[src/common/cplvp_pkg.sv]
// Contract
// - program memory has three protection blocks; boot block is 512 bytes at zero.
// - block 0 spans 000200h-0007FFh, block 1 spans 000800h-000FFFh.
// - each block has external-access, table-write and cross-read inhibits.
// - protection bits live in six config bytes 300008h through 30000Dh.
// - external-access inhibit only affects programmer accesses, not execution.
// - table writes to a block with write inhibit zero are rejected.
// - with cross-read inhibit zero, reads from inside the block still succeed.
// - with cross-read inhibit zero, reads from outside the block return zero.
// - protection bits only go one to zero; writing one over zero keeps zero.
// - only programmer-started chip or block erase restores bits to one.
// - eeprom read-protect blocks programmer access; write-protect blocks its writes.
// - cpu accesses eeprom normally regardless of protection bits.
// - config write-protect is read-only in execution; programmer alone changes it.
// - eight user ID bytes ending 200007h, readable and writable by both sides.
// - user ID bytes stay readable under code protection.
// - debug bit zero enables debugger and reserves its resources.
// - with low-voltage programming on, entry pin is withheld from general I/O.
// - low-voltage programming is enabled in erased configuration.
// - high-voltage entry via master clear is always accepted.
// - low-voltage enable changes only in high-voltage programming.
// - protected memory needs block erase; unprotected may also be row erased.
package cplvp_pkg;
    localparam int ADDR_W = 22;
    localparam logic [21:0] BOOT_END    = 22'h00_01FF;
    localparam logic [21:0] BLK0_END    = 22'h00_07FF;
    localparam logic [21:0] BLK1_END    = 22'h00_0FFF;
    localparam logic [21:0] ID_BASE     = 22'h20_0000;
    localparam logic [21:0] ID_LAST     = 22'h20_0007;
    localparam logic [21:0] CFG_DBG     = 22'h30_0006;
    localparam logic [21:0] CFG_CP_L    = 22'h30_0008;
    localparam logic [21:0] CFG_CP_H    = 22'h30_0009;
    localparam logic [21:0] CFG_WR_L    = 22'h30_000A;
    localparam logic [21:0] CFG_WR_H    = 22'h30_000B;
    localparam logic [21:0] CFG_RD_L    = 22'h30_000C;
    localparam logic [21:0] CFG_RD_H    = 22'h30_000D;
    // implemented-bit masks for each config byte
    localparam logic [7:0] MSK_LOW      = 8'h03;
    localparam logic [7:0] MSK_CP_H     = 8'hC0;
    localparam logic [7:0] MSK_WR_H     = 8'hE0;
    localparam logic [7:0] MSK_RD_H     = 8'h40;
    localparam logic [7:0] MSK_DBG      = 8'h84;
    localparam int BIT_EEPROT  = 7;
    localparam int BIT_BOOT    = 6;
    localparam int BIT_CFGWP   = 5;
    localparam int BIT_DEBUG   = 7;
    localparam int BIT_LVP     = 2;
    localparam int ID_NUM      = 8;
    localparam logic [7:0] ERASED       = 8'hFF;
    localparam logic [7:0] ZERO_BYTE    = 8'h00;

    typedef enum logic [1:0] {
        CPLVP_BLK_BOOT, CPLVP_BLK_0, CPLVP_BLK_1, CPLVP_BLK_NONE
    } cplvp_blk_t;

    typedef enum logic [1:0] {
        CPLVP_ER_NONE, CPLVP_ER_CHIP, CPLVP_ER_BLOCK, CPLVP_ER_ROW
    } cplvp_erase_t;

    // one table access, from cpu or programmer
    typedef struct packed {
        logic              rd;
        logic              wr;
        logic [ADDR_W-1:0] addr;
        logic [7:0]        wdata;
    } cplvp_req_t;

    typedef struct packed {
        logic       valid;
        logic       allow;
        logic [7:0] rdata;
    } cplvp_rsp_t;
endpackage : cplvp_pkg

[src/hdl/cplvp_protect.sv]
`timescale 1ns/1ps
module cplvp_protect
    import cplvp_pkg::*;
(
    input  wire logic              ref_clk,
    input  wire logic              nrst,
    input  wire cplvp_req_t        cpuReq,
    input  wire logic [ADDR_W-1:0] cpuPc,
    input  wire logic              cpuEeRd,
    input  wire logic              cpuEeWr,
    input  wire cplvp_req_t        pgmReq,
    input  wire logic              pgmEeRd,
    input  wire logic              pgmEeWr,
    input  wire cplvp_erase_t      pgmErase,
    input  wire cplvp_blk_t        pgmEraseBlk,
    input  wire logic              masterClearHv,
    input  wire logic              programEntryPin,
    input  wire logic [7:0]        flashRdata,
    output logic                   progModeHv,
    output logic                   progModeLv,
    output cplvp_rsp_t             cpuRsp,
    output cplvp_rsp_t             pgmRsp,
    output logic                   flashWrEn,
    output logic                   flashWrPgm,
    output logic                   eeAllow,
    output logic                   eraseGo,
    output logic                   eraseRefused,
    output logic                   debugEnable,
    output logic                   entryPinIsGpio
);
    // ------------------------------------------------------------
    // pin synchronisers: three stages, change taken when 2 and 3 agree
    // ------------------------------------------------------------
    logic [2:0] hvSync_reg, hvSync_next, pgmSync_reg, pgmSync_next;
    logic       hvLvl_reg, hvLvl_next, pinLvl_reg, pinLvl_next;
    always_comb begin
        hvSync_next  = {hvSync_reg[1:0], masterClearHv};
        pgmSync_next = {pgmSync_reg[1:0], programEntryPin};
        hvLvl_next   = (hvSync_reg[1] == hvSync_reg[2]) ? hvSync_reg[2]
                                                        : hvLvl_reg;
        pinLvl_next  = (pgmSync_reg[1] == pgmSync_reg[2]) ? pgmSync_reg[2]
                                                          : pinLvl_reg;
    end
    always_ff @(posedge ref_clk) begin
        if (!nrst) begin
            hvSync_reg  <= 3'h0;
            pgmSync_reg <= 3'h0;
            hvLvl_reg   <= 1'b0;
            pinLvl_reg  <= 1'b0;
        end else begin
            hvSync_reg  <= hvSync_next;
            pgmSync_reg <= pgmSync_next;
            hvLvl_reg   <= hvLvl_next;
            pinLvl_reg  <= pinLvl_next;
        end
    end

    // ------------------------------------------------------------
    // configuration bytes
    // ------------------------------------------------------------
    // reset models the nonvolatile erased state; real storage would
    // reload these from flash instead
    logic [7:0] cpL_reg, cpH_reg, wrL_reg, wrH_reg, rdL_reg, rdH_reg;
    logic [7:0] dbg_reg;
    logic [7:0] cpL_next, cpH_next, wrL_next, wrH_next, rdL_next, rdH_next;
    logic [7:0] dbg_next;
    logic [7:0] ids_reg [ID_NUM];
    logic [7:0] ids_next [ID_NUM];

    logic inPgm;
    assign inPgm = progModeHv | progModeLv;

    function automatic cplvp_blk_t blkOf(input logic [ADDR_W-1:0] a);
        if (a <= BOOT_END)      blkOf = CPLVP_BLK_BOOT;
        else if (a <= BLK0_END) blkOf = CPLVP_BLK_0;
        else if (a <= BLK1_END) blkOf = CPLVP_BLK_1;
        else                    blkOf = CPLVP_BLK_NONE;
    endfunction : blkOf

    // per-block bit pick: 1 means unprotected, as erased
    function automatic logic pick(input cplvp_blk_t b, input logic [7:0] lo,
                                  input logic [7:0] hi);
        case (b)
            CPLVP_BLK_BOOT: pick = hi[BIT_BOOT];
            CPLVP_BLK_0:    pick = lo[0];
            CPLVP_BLK_1:    pick = lo[1];
            default:        pick = 1'b1;
        endcase
    endfunction : pick

    function automatic logic isCfg(input logic [ADDR_W-1:0] a);
        isCfg = (a == CFG_DBG) || ((a >= CFG_CP_L) && (a <= CFG_RD_H));
    endfunction : isCfg

    cplvp_blk_t cpuBlk, pcBlk, pgmBlk;
    logic cpuIsId, pgmIsId, cfgWp;
    assign cpuBlk  = blkOf(cpuReq.addr);
    assign pcBlk   = blkOf(cpuPc);
    assign pgmBlk  = blkOf(pgmReq.addr);
    assign cpuIsId = (cpuReq.addr >= ID_BASE) && (cpuReq.addr <= ID_LAST);
    assign pgmIsId = (pgmReq.addr >= ID_BASE) && (pgmReq.addr <= ID_LAST);
    assign cfgWp   = ~wrH_reg[BIT_CFGWP];

    // erase: programmer only; row erase refused on protected block
    logic erOk;
    always_comb begin
        erOk = 1'b0;
        if (inPgm) begin
            case (pgmErase)
                CPLVP_ER_CHIP:  erOk = 1'b1;
                CPLVP_ER_BLOCK: erOk = 1'b1;
                CPLVP_ER_ROW:   erOk = pick(pgmBlk, cpL_reg, cpH_reg);
                default:        erOk = 1'b0;
            endcase
        end
    end

    // a write may only clear bits: new = old & data
    function automatic logic [7:0] prog(input logic [7:0] old,
                                        input logic [7:0] d,
                                        input logic [7:0] m);
        prog = (old & d) | ~m;
    endfunction : prog

    logic cpuCfgWr, pgmCfgWr;
    assign cpuCfgWr = cpuReq.wr && !inPgm && isCfg(cpuReq.addr) && !cfgWp;
    assign pgmCfgWr = pgmReq.wr && inPgm && isCfg(pgmReq.addr);

    always_comb begin
        logic [ADDR_W-1:0] wa;
        logic [7:0]        wd;
        logic              we;
        we = pgmCfgWr | cpuCfgWr;
        wa = pgmCfgWr ? pgmReq.addr  : cpuReq.addr;
        wd = pgmCfgWr ? pgmReq.wdata : cpuReq.wdata;
        cpL_next = cpL_reg;
        cpH_next = cpH_reg;
        wrL_next = wrL_reg;
        wrH_next = wrH_reg;
        rdL_next = rdL_reg;
        rdH_next = rdH_reg;
        dbg_next = dbg_reg;
        ids_next = ids_reg;
        if (we) begin
            if (wa == CFG_CP_L)      cpL_next = prog(cpL_reg, wd, MSK_LOW);
            else if (wa == CFG_CP_H) cpH_next = prog(cpH_reg, wd, MSK_CP_H);
            else if (wa == CFG_WR_L) wrL_next = prog(wrL_reg, wd, MSK_LOW);
            else if (wa == CFG_WR_H) begin
                // code keeps the config write-protect bit as is
                if (!pgmCfgWr)
                    wd[BIT_CFGWP] = 1'b1;
                wrH_next = prog(wrH_reg, wd, MSK_WR_H);
            end
            else if (wa == CFG_RD_L) rdL_next = prog(rdL_reg, wd, MSK_LOW);
            else if (wa == CFG_RD_H) rdH_next = prog(rdH_reg, wd, MSK_RD_H);
            else if (wa == CFG_DBG) begin
                dbg_next = prog(dbg_reg, wd, MSK_DBG);
                // low-voltage enable is frozen outside hv mode
                if (!(pgmCfgWr && progModeHv))
                    dbg_next[BIT_LVP] = dbg_reg[BIT_LVP];
                else
                    dbg_next[BIT_LVP] = wd[BIT_LVP];
            end
        end
        if (erOk && pgmErase == CPLVP_ER_CHIP) begin
            cpL_next = ERASED;
            cpH_next = ERASED;
            wrL_next = ERASED;
            wrH_next = ERASED;
            rdL_next = ERASED;
            rdH_next = ERASED;
            dbg_next = ERASED;
        end else if (erOk && pgmErase == CPLVP_ER_BLOCK) begin
            case (pgmEraseBlk)
                CPLVP_BLK_BOOT: begin
                    cpH_next[BIT_BOOT] = 1'b1;
                    wrH_next[BIT_BOOT] = 1'b1;
                    rdH_next[BIT_BOOT] = 1'b1;
                end
                CPLVP_BLK_0, CPLVP_BLK_1: begin
                    cpL_next[pgmEraseBlk == CPLVP_BLK_1] = 1'b1;
                    wrL_next[pgmEraseBlk == CPLVP_BLK_1] = 1'b1;
                    rdL_next[pgmEraseBlk == CPLVP_BLK_1] = 1'b1;
                end
                default: ;
            endcase
        end
        // id bytes: cpu table writes and programmer writes
        for (int i = 0; i < ID_NUM; i++) begin
            if (pgmReq.wr && inPgm && pgmIsId && pgmReq.addr[2:0] == i[2:0])
                ids_next[i] = pgmReq.wdata;
            else if (cpuReq.wr && !inPgm && cpuIsId
                     && cpuReq.addr[2:0] == i[2:0])
                ids_next[i] = cpuReq.wdata;
        end
    end

    always_ff @(posedge ref_clk) begin
        if (!nrst) begin
            cpL_reg <= ERASED;
            cpH_reg <= ERASED;
            wrL_reg <= ERASED;
            wrH_reg <= ERASED;
            rdL_reg <= ERASED;
            rdH_reg <= ERASED;
            dbg_reg <= ERASED;   // erased config: lvp on
            for (int i = 0; i < ID_NUM; i++)
                ids_reg[i] <= ERASED;
        end else begin
            cpL_reg <= cpL_next;
            cpH_reg <= cpH_next;
            wrL_reg <= wrL_next;
            wrH_reg <= wrH_next;
            rdL_reg <= rdL_next;
            rdH_reg <= rdH_next;
            dbg_reg <= dbg_next;
            ids_reg <= ids_next;
        end
    end

    // ------------------------------------------------------------
    // access decisions and registered outputs
    // ------------------------------------------------------------
    logic lvpOn;
    assign lvpOn = dbg_reg[BIT_LVP];

    function automatic logic [7:0] cfgRead(input logic [ADDR_W-1:0] a,
                                           input logic [7:0] c0, c1, c2,
                                           input logic [7:0] c3, c4, c5,
                                           input logic [7:0] c6);
        if (a == CFG_CP_L)      cfgRead = c0 & MSK_LOW;
        else if (a == CFG_CP_H) cfgRead = c1 & MSK_CP_H;
        else if (a == CFG_WR_L) cfgRead = c2 & MSK_LOW;
        else if (a == CFG_WR_H) cfgRead = c3 & MSK_WR_H;
        else if (a == CFG_RD_L) cfgRead = c4 & MSK_LOW;
        else if (a == CFG_RD_H) cfgRead = c5 & MSK_RD_H;
        else if (a == CFG_DBG)  cfgRead = c6 & MSK_DBG;
        else                    cfgRead = ZERO_BYTE;
    endfunction : cfgRead

    cplvp_rsp_t cpuRsp_next, pgmRsp_next;
    logic flashWrEn_next, flashWrPgm_next, eeAllow_next;
    logic hvMode_next, lvMode_next, eraseGo_next, eraseRef_next;
    always_comb begin
        logic cpuOk, pgmOk;
        // table write inhibit bit zero rejects the cpu write
        cpuOk = cpuReq.wr ? pick(cpuBlk, wrL_reg, wrH_reg) : 1'b1;
        // cross-read inhibit zero: only same-block code may read
        if (cpuReq.rd && cpuBlk != CPLVP_BLK_NONE
            && !pick(cpuBlk, rdL_reg, rdH_reg) && pcBlk != cpuBlk)
            cpuOk = 1'b0;
        // external inhibit only matters for programmer accesses
        pgmOk = pick(pgmBlk, cpL_reg, cpH_reg);
        if (pgmIsId)
            pgmOk = 1'b1;
        cpuRsp_next.valid = (cpuReq.rd | cpuReq.wr) & ~inPgm;
        cpuRsp_next.allow = cpuOk;
        if (cpuIsId)
            cpuRsp_next.rdata = ids_reg[cpuReq.addr[2:0]];
        else if (isCfg(cpuReq.addr))
            cpuRsp_next.rdata = cfgRead(cpuReq.addr, cpL_reg, cpH_reg,
                                        wrL_reg, wrH_reg, rdL_reg, rdH_reg,
                                        dbg_reg);
        else
            cpuRsp_next.rdata = (cpuOk && cpuBlk != CPLVP_BLK_NONE)
                                ? flashRdata : ZERO_BYTE;
        pgmRsp_next.valid = (pgmReq.rd | pgmReq.wr) & inPgm;
        pgmRsp_next.allow = pgmOk;
        if (pgmIsId)
            pgmRsp_next.rdata = ids_reg[pgmReq.addr[2:0]];
        else if (isCfg(pgmReq.addr))
            pgmRsp_next.rdata = cfgRead(pgmReq.addr, cpL_reg, cpH_reg,
                                        wrL_reg, wrH_reg, rdL_reg, rdH_reg,
                                        dbg_reg);
        else
            pgmRsp_next.rdata = (pgmOk && pgmBlk != CPLVP_BLK_NONE)
                                ? flashRdata : ZERO_BYTE;
        flashWrEn_next  = (cpuReq.wr && !inPgm && cpuOk
                           && cpuBlk != CPLVP_BLK_NONE)
                        | (pgmReq.wr && inPgm && pgmOk
                           && pgmBlk != CPLVP_BLK_NONE);
        flashWrPgm_next = pgmReq.wr && inPgm;
        // eeprom: cpu allowed outside programming mode, programmer gated
        if (inPgm)
            eeAllow_next = (pgmEeRd && cpH_reg[BIT_EEPROT])
                         | (pgmEeWr && cpH_reg[BIT_EEPROT]
                            && wrH_reg[BIT_EEPROT]);
        else
            eeAllow_next = cpuEeRd | cpuEeWr;
        hvMode_next   = hvLvl_reg;
        lvMode_next   = lvpOn && pinLvl_reg && !hvLvl_reg;
        eraseGo_next  = erOk;
        eraseRef_next = (pgmErase != CPLVP_ER_NONE) && !erOk;
    end

    always_ff @(posedge ref_clk) begin
        if (!nrst) begin
            cpuRsp         <= '0;
            pgmRsp         <= '0;
            flashWrEn      <= 1'b0;
            flashWrPgm     <= 1'b0;
            eeAllow        <= 1'b0;
            progModeHv     <= 1'b0;
            progModeLv     <= 1'b0;
            eraseGo        <= 1'b0;
            eraseRefused   <= 1'b0;
            debugEnable    <= 1'b0;
            entryPinIsGpio <= 1'b0;
        end else begin
            cpuRsp         <= cpuRsp_next;
            pgmRsp         <= pgmRsp_next;
            flashWrEn      <= flashWrEn_next;
            flashWrPgm     <= flashWrPgm_next;
            eeAllow        <= eeAllow_next;
            progModeHv     <= hvMode_next;
            progModeLv     <= lvMode_next;
            eraseGo        <= eraseGo_next;
            eraseRefused   <= eraseRef_next;
            debugEnable    <= ~dbg_reg[BIT_DEBUG];
            entryPinIsGpio <= ~lvpOn;
        end
    end

    // ------------------------------------------------------------
    // checks
    // ------------------------------------------------------------
    a_cross_read_zero: assert property (@(posedge ref_clk) disable iff (!nrst)
        cpuReq.rd && !inPgm && cpuBlk == CPLVP_BLK_0 && !rdL_reg[0]
        && pcBlk != CPLVP_BLK_0 |=> cpuRsp.rdata == ZERO_BYTE)
        else $error("cross-block read returned data");
    a_same_blk_read: assert property (@(posedge ref_clk) disable iff (!nrst)
        cpuReq.rd && !inPgm && cpuBlk == CPLVP_BLK_0 && pcBlk == CPLVP_BLK_0
        |=> cpuRsp.allow)
        else $error("same-block read refused");
    a_wr_inhibit: assert property (@(posedge ref_clk) disable iff (!nrst)
        cpuReq.wr && !inPgm && cpuBlk == CPLVP_BLK_0 && !wrL_reg[0]
        |=> !flashWrEn)
        else $error("inhibited table write passed");
    a_bits_no_rise: assert property (@(posedge ref_clk) disable iff (!nrst)
        !eraseGo_next |=> (cpL_reg & ~$past(cpL_reg)) == ZERO_BYTE)
        else $error("protection bit rose without erase");
    a_cfgwp_locked: assert property (@(posedge ref_clk) disable iff (!nrst)
        !inPgm |=> $stable(wrH_reg[BIT_CFGWP]))
        else $error("config write protect changed in execution");
    a_lvp_frozen: assert property (@(posedge ref_clk) disable iff (!nrst)
        !progModeHv |=> $stable(dbg_reg[BIT_LVP]))
        else $error("lvp bit changed outside hv mode");
    a_ee_cpu_free: assert property (@(posedge ref_clk) disable iff (!nrst)
        !inPgm && cpuEeWr |=> eeAllow)
        else $error("cpu eeprom access blocked");
    a_ee_ext_block: assert property (@(posedge ref_clk) disable iff (!nrst)
        inPgm && pgmEeRd && !cpH_reg[BIT_EEPROT] |=> !eeAllow)
        else $error("protected eeprom read by programmer");
    a_id_readable: assert property (@(posedge ref_clk) disable iff (!nrst)
        inPgm && pgmReq.rd && pgmIsId |=> pgmRsp.allow)
        else $error("id location refused");
    a_ext_zero: assert property (@(posedge ref_clk) disable iff (!nrst)
        inPgm && pgmReq.rd && pgmBlk == CPLVP_BLK_0 && !cpL_reg[0]
        |=> pgmRsp.rdata == ZERO_BYTE)
        else $error("protected block read by programmer");
    a_hv_entry: assert property (@(posedge ref_clk) disable iff (!nrst)
        masterClearHv [*6] |-> progModeHv)
        else $error("hv entry not accepted");
endmodule : cplvp_protect

[config.mk]
export PLATFORM = sky130hd
export DESIGN_NAME = cplvp_protect
export DESIGN_NICKNAME = d
export VERILOG_FILES = /design/src/common/cplvp_pkg.sv /design/src/hdl/cplvp_protect.sv
export SDC_FILE = /design/constraint.sdc
export NUM_CORES = 1
export LEC_CHECK = 0
export BUFFER_PORTS_ARGS = -buffer_cell sky130_fd_sc_hd__buf_2
export CAP_MARGIN = 10
export CORE_ASPECT_RATIO = 0.8
export CORE_UTILIZATION = 57
export CTS_CLUSTER_SIZE = 8
export DETAILED_ROUTE_END_ITERATION = 10
export PLACE_DENSITY = 0.82
export SLEW_MARGIN = 20
export SYNTH_ARGS = -nofsm -noshare
export SYNTH_HDL_FRONTEND = slang
export SYNTH_SLANG_ARGS = --single-unit
[constraint.sdc]
create_clock -name ref_clk -period 3.3 [get_ports ref_clk]
set_input_delay 0.99 -clock ref_clk [delete_from_list [all_inputs] [get_ports ref_clk]]
set_output_delay 0.99 -clock ref_clk [all_outputs]
set_load 0.005 [all_outputs]
# Word level (Yosys, flattened, before mapping)

Index checks and enable logic that the tools add are counted.

Logic and storage cells: 320
Register bits: 133
Bits of input ports: 106
Output and inout port bits: 29

Reduce and logical (&&, ||, !) cells: 73
Magnitude comparators: 21
Eq/ne operators: 49
Bitwise gates (word level): 31
Mux-type cells: 109

Operator list:

| kind                                                                                | count |
|---|---|
| 8-bit two-way mux                                                                   | 59 |
| 22-bit == test (second input constant)                                              | 21 |
| 7-bit two-way mux                                                                   | 15 |
| 22-bit >= comparator (second input constant)                                        | 4 |
| 22-bit less-or-equal comparator (second input constant)                             | 4 |
| 22-bit by 11-bit less-or-equal comparator with 1-bit output (second input constant) | 3 |
| 22-bit by 12-bit less-or-equal comparator with 1-bit output (second input constant) | 3 |
| 22-bit by 9-bit less-or-equal comparator with 1-bit output (second input constant)  | 3 |
| 8-bit binary-select mux with 3-bit select                                           | 2 |
| 1-bit logical AND                                                                   | 46 |
| 8-bit bitwise AND                                                                   | 3 |
| 3-bit == test (second input constant)                                               | 8 |
| 8-bit by 2-bit OR with 8-bit output                                                 | 3 |
| 22-bit two-way mux                                                                  | 1 |
| 1-bit two-way mux                                                                   | 21 |
| 2-bit nonzero test                                                                  | 9 |
| 3-bit by 2-bit == test with 1-bit output (second input constant)                    | 4 |
| 2-bit two-way mux                                                                   | 6 |
| 2-bit == test (second input constant)                                               | 5 |
| 1-bit inverter                                                                      | 10 |
| 1-bit one-hot mux with 3 select lines                                               | 3 |
| 9-bit AND reduction                                                                 | 1 |
| 2-bit by 1-bit == test with 1-bit output (second input constant)                    | 4 |
| 4-bit >= comparator (second input constant)                                         | 2 |
| other kinds (21)                                                                    | 43 |

# Longest topological paths before layout

Gate-level depths: netlist (run 1).

Depth in word-level cells: 19
Depth in mapped cells: 8
Gate-level depth less buffers: 6

# Least setup slack after synthesis (run 1)

OpenSTA, ideal clock, no wires.

Path type: input port to flip-flop
Start: in pgmReq[20] (netlist bit)
End: reg rdL_reg[0]
Library setup time: 0.114 ns
Slack: 0.591 ns
Path buffers: 1
Arrival time: 2.595 ns
Cell stages on the path: 7
Cell sequence: nor4_4 -> nand3_4 -> buf_6 -> nor3_2 -> mux2i_1 -> nand3_1 -> a21o_1

Cells in the longest elaborated chain, start to end: 15

Ends and longest elaborated chain:

| element                                                                 | RTL line                                   | RTL |
|---|---|---|
| start, declared                                                         | cplvp_protect.sv:11                        | `input wire cplvp_req_t pgmReq,` |
| 22-bit >= comparator or 22-bit less-or-equal comparator (tied branches) | cplvp_protect.sv:92                        | `isCfg = (a == CFG_DBG) \|\| ((a >= CFG_CP_L) && (a <= CFG_RD_H));` |
| 1-bit logical AND                                                       | cplvp_protect.sv:92                        |  |
| 1-bit logical OR                                                        | cplvp_protect.sv:92                        |  |
| 1-bit logical AND                                                       | cplvp_protect.sv:127                       | `assign pgmCfgWr = pgmReq.wr && inPgm && isCfg(pgmReq.addr);` |
| 22-bit two-way mux or 8-bit two-way mux (tied branches)                 | cplvp_protect.sv:134, cplvp_protect.sv:135 |  |
| 22-bit == test or 2-bit bitwise AND (tied branches)                     | cplvp_protect.sv:154, cplvp_protect.sv:122 |  |
| 8-bit two-way mux                                                       | cplvp_protect.sv:154                       | `else if (wa == CFG_RD_L) rdL_next = prog(rdL_reg, wd, MSK_LOW);` |
| 8-bit two-way mux                                                       | cplvp_protect.sv:148                       | `else if (wa == CFG_WR_H) begin` |
| 8-bit two-way mux                                                       | cplvp_protect.sv:147                       | `else if (wa == CFG_WR_L) wrL_next = prog(wrL_reg, wd, MSK_LOW);` |
| 8-bit two-way mux                                                       | cplvp_protect.sv:146                       | `else if (wa == CFG_CP_H) cpH_next = prog(cpH_reg, wd, MSK_CP_H);` |
| 8-bit two-way mux                                                       | cplvp_protect.sv:145                       | `if (wa == CFG_CP_L) cpL_next = prog(cpL_reg, wd, MSK_LOW);` |
| 8-bit two-way mux                                                       | cplvp_protect.sv:144                       | `if (we) begin` |
| 8-bit by 2-bit OR with 8-bit output (no line)                           | -                                          |  |
| 8-bit two-way mux                                                       | cplvp_protect.sv:174                       | `case (pgmEraseBlk)` |
| 8-bit two-way mux                                                       | cplvp_protect.sv:173                       | `end else if (erOk && pgmErase == CPLVP_ER_BLOCK) begin` |
| end signal, assigned                                                    | cplvp_protect.sv:214                       | `rdL_reg <= rdL_next;` |
| end, declared                                                           | cplvp_protect.sv:63                        | `logic [7:0] cpL_reg, cpH_reg, wrL_reg, wrH_reg, rdL_reg, rdH_reg;` |

Parallel ways exist; a longest one is shown, timed or not.
A chain may end at the register's enable or synchronous reset.

# Worst setup path after layout (run 1)

Start: in cpuReq[8] (netlist bit)
End: reg ids_reg[37] (netlist bit)

Cells in the longest elaborated chain, start to end: 5

Ends and longest elaborated chain:

| element                                                                 | RTL line             | RTL |
|---|---|---|
| start, declared                                                         | cplvp_protect.sv:7   | `input wire cplvp_req_t cpuReq,` |
| 22-bit >= comparator or 22-bit less-or-equal comparator (tied branches) | cplvp_protect.sv:100 | `assign cpuIsId = (cpuReq.addr >= ID_BASE) && (cpuReq.addr <= ID_LAST);` |
| 1-bit logical AND                                                       | cplvp_protect.sv:100 |  |
| 1-bit logical AND                                                       | cplvp_protect.sv:192 | `else if (cpuReq.wr && !inPgm && cpuIsId` |
| 1-bit logical AND (*)                                                   | cplvp_protect.sv:193 | `&& cpuReq.addr[2:0] == i[2:0])` |
| 2-bit nonzero test (no line) (*)                                        | -                    |  |
| end signal, assigned                                                    | cplvp_protect.sv:217 | `ids_reg <= ids_next;` |
| end, declared                                                           | cplvp_protect.sv:67  | `logic [7:0] ids_reg [ID_NUM];` |

Every way passes the cells marked *; elsewhere a longest branch is shown, timed or not.

==> results of run 1 <==
synthesized netlist by cell type, drive strengths merged (3+ instances only):
cell type | instances | area (µm²)
dfxtp | 115 | 2300
nand2 | 97 | 364
mux2i | 65 | 651
mux2 | 49 | 556
nor2 | 41 | 166
nand3 | 40 | 240
mux4 | 32 | 721
o21ai | 30 | 150
clkbuf | 27 | 123
nor3 | 25 | 219
inv | 24 | 90.1
a21oi | 22 | 110
nor4 | 21 | 258
buf | 18 | 101
nor2b | 15 | 93.8
nand4 | 12 | 96.3
a22oi | 11 | 82.6
and2 | 10 | 62.6
a21o | 9 | 67.6
ha | 7 | 87.6
o22ai | 7 | 43.8
a21boi | 6 | 45.1
a221oi | 6 | 52.6
nand2b | 4 | 25.0
o21a | 4 | 30.0
a21bo | 3 | 30.0
a31oi | 3 | 18.8
and3 | 3 | 20.0
nor3b | 3 | 27.5
o31ai | 3 | 22.5
how the worst max path moves through the flow:
stage | from | endpoint | slack (ps)
final | cpuReq[8] | ids_reg[37]$_SDFFE_PN1P_ | 570
after global routing | cpuReq[21] | ids_reg[13]$_SDFFE_PN1P_ | 470
after CTS | cpuReq[24] | ids_reg[37]$_SDFFE_PN1P_ | 630
after detailed placement | cpuReq[24] | ids_reg[12]$_SDFFE_PN1P_ | 220
after global placement | cpuReq[21] | ids_reg[12]$_SDFFE_PN1P_ | 230
after floorplan | pgmReq[20] | rdL_reg[0]$_SDFF_PP1_ | 590
cells in the final DEF (no fill, tap or decap), types with 7 or more instances in the layout:
cell type,instances
nor2_1,38
nand3_1,35
clkbuf_16,17
nor2b_1,15
a22oi_1,11
nor3_4,7
buf_2,125
mux2i_1,65
dfxtp_1,115
nor4_4,8
mux4_2,32
nor4_1,12
mux2_2,47
buf_4,43
ha_1,7
inv_1,24
a21oi_1,22
nand2_1,97
o22ai_1,7
nor3_1,15
and2_1,9
nand4_1,10
o21ai_0,25
a21o_1,9
cells by family (layout without fill, tap and decap cells):
group,Yosys count,after routing
XOR/XNOR,1,1
AND/OR/NAND/NOR,282,282
adder cells (fa/ha/maj),7,7
AO/OA/AOI/OAI,120,120
flip-flops,115,115
multiplexers,146,146
buffers and inverters,70,225
power by group through the flow:
stage / logic (mW) / registers (mW) / clock network (mW)
final: 0.305 / 1.40 / 2.05
after global routing: 0.325 / 1.40 / 2.12
after CTS: 0.296 / 1.40 / 2.05
after detailed placement: 0.293 / 1.43 / 0
after global placement: 0.289 / 1.43 / 0
after floorplan: 0.166 / 1.43 / 0
area by class of cell:
cell class	instances	area [µm²]
fillers	902	3470
flip-flops and latches	115	2300
well taps	171	214
clock buffers	22	464
repair buffers	169	968
inverters	24	90.1
clock inverters	10	179
multi-input cells	556	4520
worst register-to-register path, delay by kind of cell (launching register included):
family | cells | cell delay [ps]
AND/OR/NAND/NOR | 2 | 780
AO/OA/AOI/OAI | 4 | 1010
flip-flops | 1 | 430
per-layer routing:
layer  track usage (%)  share of wire (%)  up-vias
met5                 0                  0        -
li1                  -                  -     3038
met4              12.8                3.5        0
met3              12.3                 14       90
met1              48.0                 40     3257
met2              52.7                 42      485
per-stage QoR:
stage / setup WS, ps / utilization (%) / power (mW) / cells
2_1_floorplan: 591 / - / 1.59 / 741
3_3_place_gp: 234 / 66.3 / 1.72 / 1035
3_5_place_dp: 225 / 66.3 / 1.72 / 1035
4_1_cts: 633 / 71.6 / 3.75 / 1067
5_1_grt: 473 / 71.6 / 3.84 / 1067
6_report: 575 / 71.6 / 3.75 / 1067
==> results.toml, run 1 <==
[setup_path]
reg2regPathDepth = 6
crit_path_end_kind = "flip-flop"
r2r_setup_slack_ps = 980
crit_path_max_incr_delay_ps = 390
critical_path_class = "in2reg"
cp_data_required_time_ps = 3590
crit_family = "simple AND/OR/NAND/NOR gates"
r2r_start = "progModeHv$_SDFF_PN0_"
cp_num_buf_inv = 2
crit_path_top_delay_cell = "buf_2"
crit_chain = "buf_2 -> and2_0 -> nand3_1 -> nor3_4 -> buf_4 -> mux2_2 -> mux2i_1 -> nand2_1"
arrival_ps = 3020
cp-start-kind = "input port"
cp_num_cells = 8
path_max_fanout = 13
timing.rr.end = "cpH_reg[6]$_SDFF_PP1_"

[placement]
gp_congestion = 1.03
hpwl_um = 15700
dpl_cell_area_um2 = 8100
port_buffers = 125

[synthesis]
synth.distinct_cells = 77
synth_edf_count = 0
synth-simple-area-share_pct = 23.6
synth_compound_area_share_pct = 11.3
ys_seq_elements = 115
seq_area_frac_synth_pct = 32.1
synth.avg_cell_area_um2 = 9.68
synthFlopType = "dfxtp_1"
synth_xor_area_share_pct = 0.122
yosys_warnings = 0
post_synth_fa_ha_maj_area_fraction_pct = 1.22
syn_area_um2 = 7170
synthMuxAreaShare_pct = 26.9
syn-num-nets = 854
synth_top_family_by_area = "multiplexers"
synthArstFlopShare_pct = 0
synthCells = 741

[clocking]
postCtsSetupBuffers = 0
insertion_delay_ps = 420
cts_buffer_depth = 2
hold_buffers = 0
cts.sinks = 115
cts_resized = 0
root_buffer = "clkbuf_16"
path_clk_slew_ps = 50
htree_levels = 4
cts_tree = "done"
numCtsBuffers = 17

[power_and_ir_drop]
p_int_mw = 2.89
power_leakage_nw = 3.74
switchingPower_mw = 0.863
power_frac_comb_pct = 8.1
p_clk_share_pct = 54.6
seq_power_share_pct = 37.3
p_per_area_nw_per_um2 = 429
ir_drop_uv = 339
swShare_pct = 23.0

[sta]
setup_viol = 0
whs_ps = 435
report.final.hold_viol_count = 0
slew_viol_final = 0
fin_crit_ps = 2730
rsz0062_at_grt = "no"
fmax_mhz = 367
tns_ps = 0
skew_ps = 9.94
worst_slew_pin_slew_ps = 905
maxSlewHeadroom_pct = 39.0
period_share_pct = 82.6

[route]
wl_per_cell_um = 21.1
dr.pass1.iters = 6
via_per_inst = 6.44
ant_nets = 0
drt_iter0_drc = 920
routed_wirelength_um = 22500
drcViolationCount = 0
vias = 6870

[global_route]
grt_max_degree = 67
overflow = 0
groute.usage.overall_pct = 35.5
grt_pass1_wl_um = 34500
first_global_vias = 6286
antenna_found_initial = 0

[min_path]
hp-start = "pgmSync_reg[0]$_SDFF_PN0_"
min_path_type = "reg2reg"
min_delay_path_depth = 1
hold_end = "pgmSync_reg[1]$_SDFF_PN0_"

[die]
die_w_um = 127
io_pins = 135
die_y_um = 102
start_util_pct = 58.8
die_area_um2 = 13000
core_area_um2 = 12200
rows = 36

[final_layout]
area.growth.synth_to_final_pct = 21.9
largest_reg_flops = 64
final_area_um2 = 8740
layout-drive-gt1-share_pct = 35.5
n_antenna_cell = 0
fin_nets = 996

[flow_run]
drv_cap = 0

[status]
status = "finished clean"
(Power assumes the default switching activity.)
==> run 2: changes to the inputs <==
--- a/config.mk
+++ b/config.mk
@@ -8,10 +8,10 @@
 export BUFFER_PORTS_ARGS = -buffer_cell sky130_fd_sc_hd__buf_2
 export CAP_MARGIN = 10
 export CORE_ASPECT_RATIO = 0.8
-export CORE_UTILIZATION = 57
+export CORE_UTILIZATION = 51
 export CTS_CLUSTER_SIZE = 8
 export DETAILED_ROUTE_END_ITERATION = 10
-export PLACE_DENSITY = 0.82
+export PLACE_DENSITY = 0.77
 export SLEW_MARGIN = 20
 export SYNTH_ARGS = -nofsm -noshare
 export SYNTH_HDL_FRONTEND = slang
==> constraint.sdc (replaced) <==
create_clock -name ref_clk -period 2.25 [get_ports ref_clk]
set_input_delay 0.675 -clock ref_clk [delete_from_list [all_inputs] [get_ports ref_clk]]
set_output_delay 0.675 -clock ref_clk [all_outputs]
set_load 0.005 [all_outputs]
==> run 2 against run 1 <==
- via count rose by 3.0%
- design area rose by 8.5%
- final cell count rose by 9.8%
- non-clock buffer count rose by 97
- critical path depth rose by 1
- sequential share of layout area fell by 2.1 points
- critical path type unchanged
- global-route usage fell by 1.4 points
- clock power rose by 30%
- die area rose by 12%
- clock skew fell by 0.93 ps
- first-iteration DRC count fell by 17%
==> results.toml, run 2 (synthesis gave the netlist of run 1 again) <==
[status]
status = "finished clean"

[route]
drt_iter0_drc = 766
wl_met3_um = 2750
routed_wirelength_um = 23900
met1_length_um = 10100
drcViolationCount = 0
via_per_inst = 6.04
vias = 7076
wl_met2_um = 10400
wl_per_cell_um = 20.4
ant_nets = 0
routed.top_layer = "met4"
dr.pass1.iters = 6

[clocking]
cts_tree = "done"
cts.sinks = 115
root_buffer = "clkbuf_16"
path_clk_slew_ps = 50
htree_levels = 4
numCtsBuffers = 17
insertion_delay_ps = 430
cts_buffer_depth = 2
hold_buffers = 0

[placement]
dpl_cell_area_um2 = 8890
place_inst = 1140
detailedPlace.worstSlack_ps = -407
port_buffers = 125
hpwl_um = 17900
gp_congestion = 0.973

[die]
rows = 38
die_w_um = 135
core_area_um2 = 13600
die_y_um = 108
start_util_pct = 52.6
die_area_um2 = 14500
io_pins = 135

[power_and_ir_drop]
p_per_area_nw_per_um2 = 553
ir_drop_uv = 529
power_leakage_nw = 4.23

[setup_path]
crit_path_max_incr_delay_ps = 340
arrival_ps = 2490
timing.rr.end = "wrL_reg[0]$_SDFF_PP1_"
cp-start-kind = "input port"
crit_chain = "buf_2 -> nor4_4 -> buf_4 -> nand4_4 -> nor3_4 -> buf_4 -> mux2_2 -> mux2i_1 -> nand2_1"
r2r_setup_slack_ps = 140
crit_path_top_delay_cell = "mux2_2"
critical_path_class = "in2reg"
r2r_start = "progModeLv$_SDFF_PN0_"
reg2regPathDepth = 8
cp_data_required_time_ps = 2550
crit_path_frequent_cell = "buf_4"
path_max_fanout = 6
crit_path_end_kind = "flip-flop"

[final_layout]
layout_common_cells = "134 x buf_4, 125 x buf_2, 115 x dfxtp_1"
final_area_um2 = 9480
fin_cells = 1172
final_common_cell = "buf_4"
largest_reg_flops = 64
layout-drive-gt1-share_pct = 41.8
n_antenna_cell = 0
area.growth.synth_to_final_pct = 32.2
post-route-util_pct = 69.5
fin_nets = 1093

[min_path]
min_delay_path_depth = 1
min_path_type = "reg2reg"
hold_end = "pgmSync_reg[1]$_SDFF_PN0_"
hp-start = "pgmSync_reg[0]$_SDFF_PN0_"

[sta]
worst_slack_ps = 61.9
worst_slew_pin_slew_ps = 825
fin_crit_ps = 2190
period_share_pct = 97.2
setup_viol = 0
maxSlewHeadroom_pct = 44.4
whs_ps = 433
fmax_mhz = 457
skew_ps = 9.01
slew_viol_final = 0
report.final.hold_viol_count = 0

[global_route]
antenna_found_initial = 0
overflow = 0
grt_max_degree = 66
grt_pass1_wl_um = 36700
groute.usage.overall_pct = 34.1
first_global_vias = 6728

[flow_run]
drv_cap = 0
==> run 2: cell types whose count changed in the layout (fill, tap and decap cells not counted), moves of 2 or more <==
| cell | before | now |
|---|---|---|
| buf_4 | 43 | 134 |
| buf_6 | 0 | 2 |
| bufinv_16 | 5 | 2 |
| buf_12 | 1 | 5 |
==> run 2: worst max-delay path by stage <==
stage / from / end / cells past startpoint
global placement: cpuReq[13] / ids_reg[41]$_SDFFE_PN1P_ / 9
global route: cpuReq[22] / ids_reg[48]$_SDFFE_PN1P_ / 9
floorplan: cpuReq[21] / ids_reg[12]$_SDFFE_PN1P_ / 6
finish: cpuReq[22] / ids_reg[25]$_SDFFE_PN1P_ / 9
detailed placement: cpuReq[13] / ids_reg[25]$_SDFFE_PN1P_ / 9
CTS: cpuReq[13] / ids_reg[19]$_SDFFE_PN1P_ / 9
==> run 2: layer usage <==
metal | track usage, % | vias up
met5 | 0 | -
met4 | 12.6 | 0
met3 | 10.3 | 61
met2 | 51.5 | 437
met1 | 45.9 | 3344
li1 | - | 3234
==> run 2: report_power, final <==
group          switching (mW)  internal, mW
clock network           0.965          1.70
logic                   0.299         0.230
registers             0.00274          2.05
==> run 2: what timing repair did <==
| item | 4_1_cts | 5_1_grt |
|---|---|---|
| gates resized for setup | 0 | 3 |
| setup endpoints to repair | 0 | 29 |
| setup buffers | 0 | 1 |
==> run 2: worst max-delay path: cells and delay by family <==
kind,cells,cell delay (ps)
AND/OR/NAND/NOR,4,820
multiplexers,2,500
buffers and inverters,3,470
==> run 2: cell type report <==
class | instances | area (µm²)
Multi-Input combinational cell | 556 | 4530
Fill cell | 1045 | 4160
Sequential cell | 115 | 2300
Timing Repair Buffer | 266 | 1750
Clock buffer | 22 | 474
Tap cell | 180 | 225
Clock inverter | 9 | 105
Inverter | 24 | 90.1
==> run 2: stage by stage <==
step	total power, mW	setup TNS [ps]
6_report	5.25	0
5_1_grt	5.37	-7.56
4_1_cts	5.25	0
3_5_place_dp	2.61	-24350
3_3_place_gp	2.60	-20830
2_1_floorplan	2.34	-5250
==> run 3: changes to the inputs <==
==> constraint.sdc (replaced) <==
create_clock -name ref_clk -period 2.25 [get_ports ref_clk]
set_input_delay 0.225 -clock ref_clk [delete_from_list [all_inputs] [get_ports ref_clk]]
set_output_delay 0.225 -clock ref_clk [all_outputs]
set_load 0.005 [all_outputs]
==> run 3 against run 2 <==
- core utilization shrank 3.4 points
- sequential power about the same
- design area is 4.9% lower
- largest cell class unchanged
==> results.toml, run 3 (synthesis gave the netlist of run 1 again) <==
[status]
status = "finished clean"

[min_path]
hold_end = "hvSync_reg[0]$_SDFF_PN0_"
min_delay_path_depth = 2
hp-start = "masterClearHv"
min_path_type = "in2reg"

[route]
ant_nets = 0
via_per_inst = 6.22
wl_per_cell_um = 21.0
routed_wirelength_um = 23100
drcViolationCount = 0
drt_iter0_drc = 804
vias = 6833
dr.pass1.iters = 6

[placement]
gp_congestion = 1.04
port_buffers = 125
hpwl_um = 17100

[clocking]
hold_buffers = 0
root_buffer = "clkbuf_16"
htree_levels = 4
cts_resized = 0
cts.sinks = 115
numCtsBuffers = 17
postCtsSetupBuffers = 0
insertion_delay_ps = 420
cts_tree = "done"
path_clk_slew_ps = 60
cts_buffer_depth = 2

[die]
core_area_um2 = 13600
start_util_pct = 52.6
io_pins = 135
rows = 38
die_w_um = 135
die_y_um = 108
die_area_um2 = 14500

[setup_path]
r2r_setup_slack_ps = 160
cp_data_required_time_ps = 2560
reg2regPathDepth = 7
cp_num_buf_inv = 1
crit_family = "compound AO/OA/AOI/OAI gates"
timing.rr.end = "wrL_reg[0]$_SDFF_PP1_"
r2r_start = "progModeLv$_SDFF_PN0_"
path_max_fanout = 5
crit_path_end_kind = "flip-flop"
critical_path_class = "reg2reg"
crit_chain = "o21a_1 -> o21ai_0 -> nor3_2 -> mux2i_1 -> buf_4 -> nand3_1 -> a21o_1"
arrival_ps = 2400
cp-start-kind = "flip-flop"
crit_path_top_delay_cell = "nor3_2"
crit_path_max_incr_delay_ps = 400

[sta]
fin_crit_ps = 2090
rsz0062_at_grt = "no"
fmax_mhz = 478
report.final.hold_viol_count = 0
worst_slew_pin_slew_ps = 541
setup_viol = 0
maxSlewHeadroom_pct = 63.6
slew_viol_final = 0
skew_ps = 6.19
period_share_pct = 93.0
tns_ps = 0

[global_route]
groute.usage.overall_pct = 33.2
antenna_found_initial = 0
first_global_vias = 6485
overflow = 0
grt_max_degree = 52
grt_pass1_wl_um = 35800

[flow_run]
drv_cap = 0

[power_and_ir_drop]
power_leakage_nw = 3.88
ir_drop_uv = 518
p_per_area_nw_per_um2 = 592

[final_layout]
post-route-util_pct = 66.1
layout-drive-gt1-share_pct = 37.3
fin_nets = 1019
largest_reg_flops = 64
area.growth.synth_to_final_pct = 25.7
n_antenna_cell = 0
layout_common_cells = "125 x buf_2, 115 x dfxtp_1, 97 x nand2_1"
final_common_cell = "buf_2"
[run 3: worst max-delay path by stage]
stage,cells past startpoint,to,from
after floorplan,7,ids_reg[16]$_SDFFE_PN1P_,progModeLv$_SDFF_PN0_
after global placement,7,ids_reg[14]$_SDFFE_PN1P_,cpuReq[24]
after detailed placement,8,ids_reg[57]$_SDFFE_PN1P_,cpuReq[21]
after CTS,7,cpH_reg[7]$_SDFFE_PP1P_,progModeLv$_SDFF_PN0_
after global routing,7,wrH_reg[6]$_SDFF_PP1_,progModeLv$_SDFF_PN0_
final,7,wrL_reg[0]$_SDFF_PP1_,progModeLv$_SDFF_PN0_
[run 3: routing by layer]
layer  share of wire (%)  vias to the layer above  GRT usage [%]
li1                    -                     3078              -
met1                  42                     3252           44.7
met2                  44                      440           50.6
met3                  11                       63           9.66
met4                 2.8                        0           11.7
met5                   0                        -              0
[run 3: stage by stage]
| step | total power, mW | instance area [µm²] | hold WS [ps] | setup WS (ps) | instances |
|---|---|---|---|---|---|
| 6_report | 5.34 | 9020 | 18.4 | 158 | 1099 |
| 5_1_grt | 5.48 | 9020 | 14.6 | 24.2 | 1099 |
| 4_1_cts | 5.34 | 9020 | 9.30 | 218 | 1099 |
| 3_5_place_dp | 2.55 | 8410 | 425 | 3.02 | 1067 |
| 3_3_place_gp | 2.54 | 8410 | 414 | 52.5 | 1067 |
| 2_1_floorplan | 2.34 | 7170 | 352 | 216 | 741 |
[run 3: final cells by class]
cell class	instances	area [µm²]
Clock buffer	20	457
Clock inverter	12	153
Fill cell	1119	4630
Inverter	24	90.1
Multi-Input combinational cell	556	4520
Sequential cell	115	2300
Tap cell	180	225
Timing Repair Buffer	192	1270
[run 3: report_power, final]
part           total [mW]  internal [mW]  switching (mW)
Sequential           2.05           2.05         0.00259
Clock                2.82           1.80            1.02
Combinational       0.468          0.180           0.288
Total                5.34           4.03            1.31
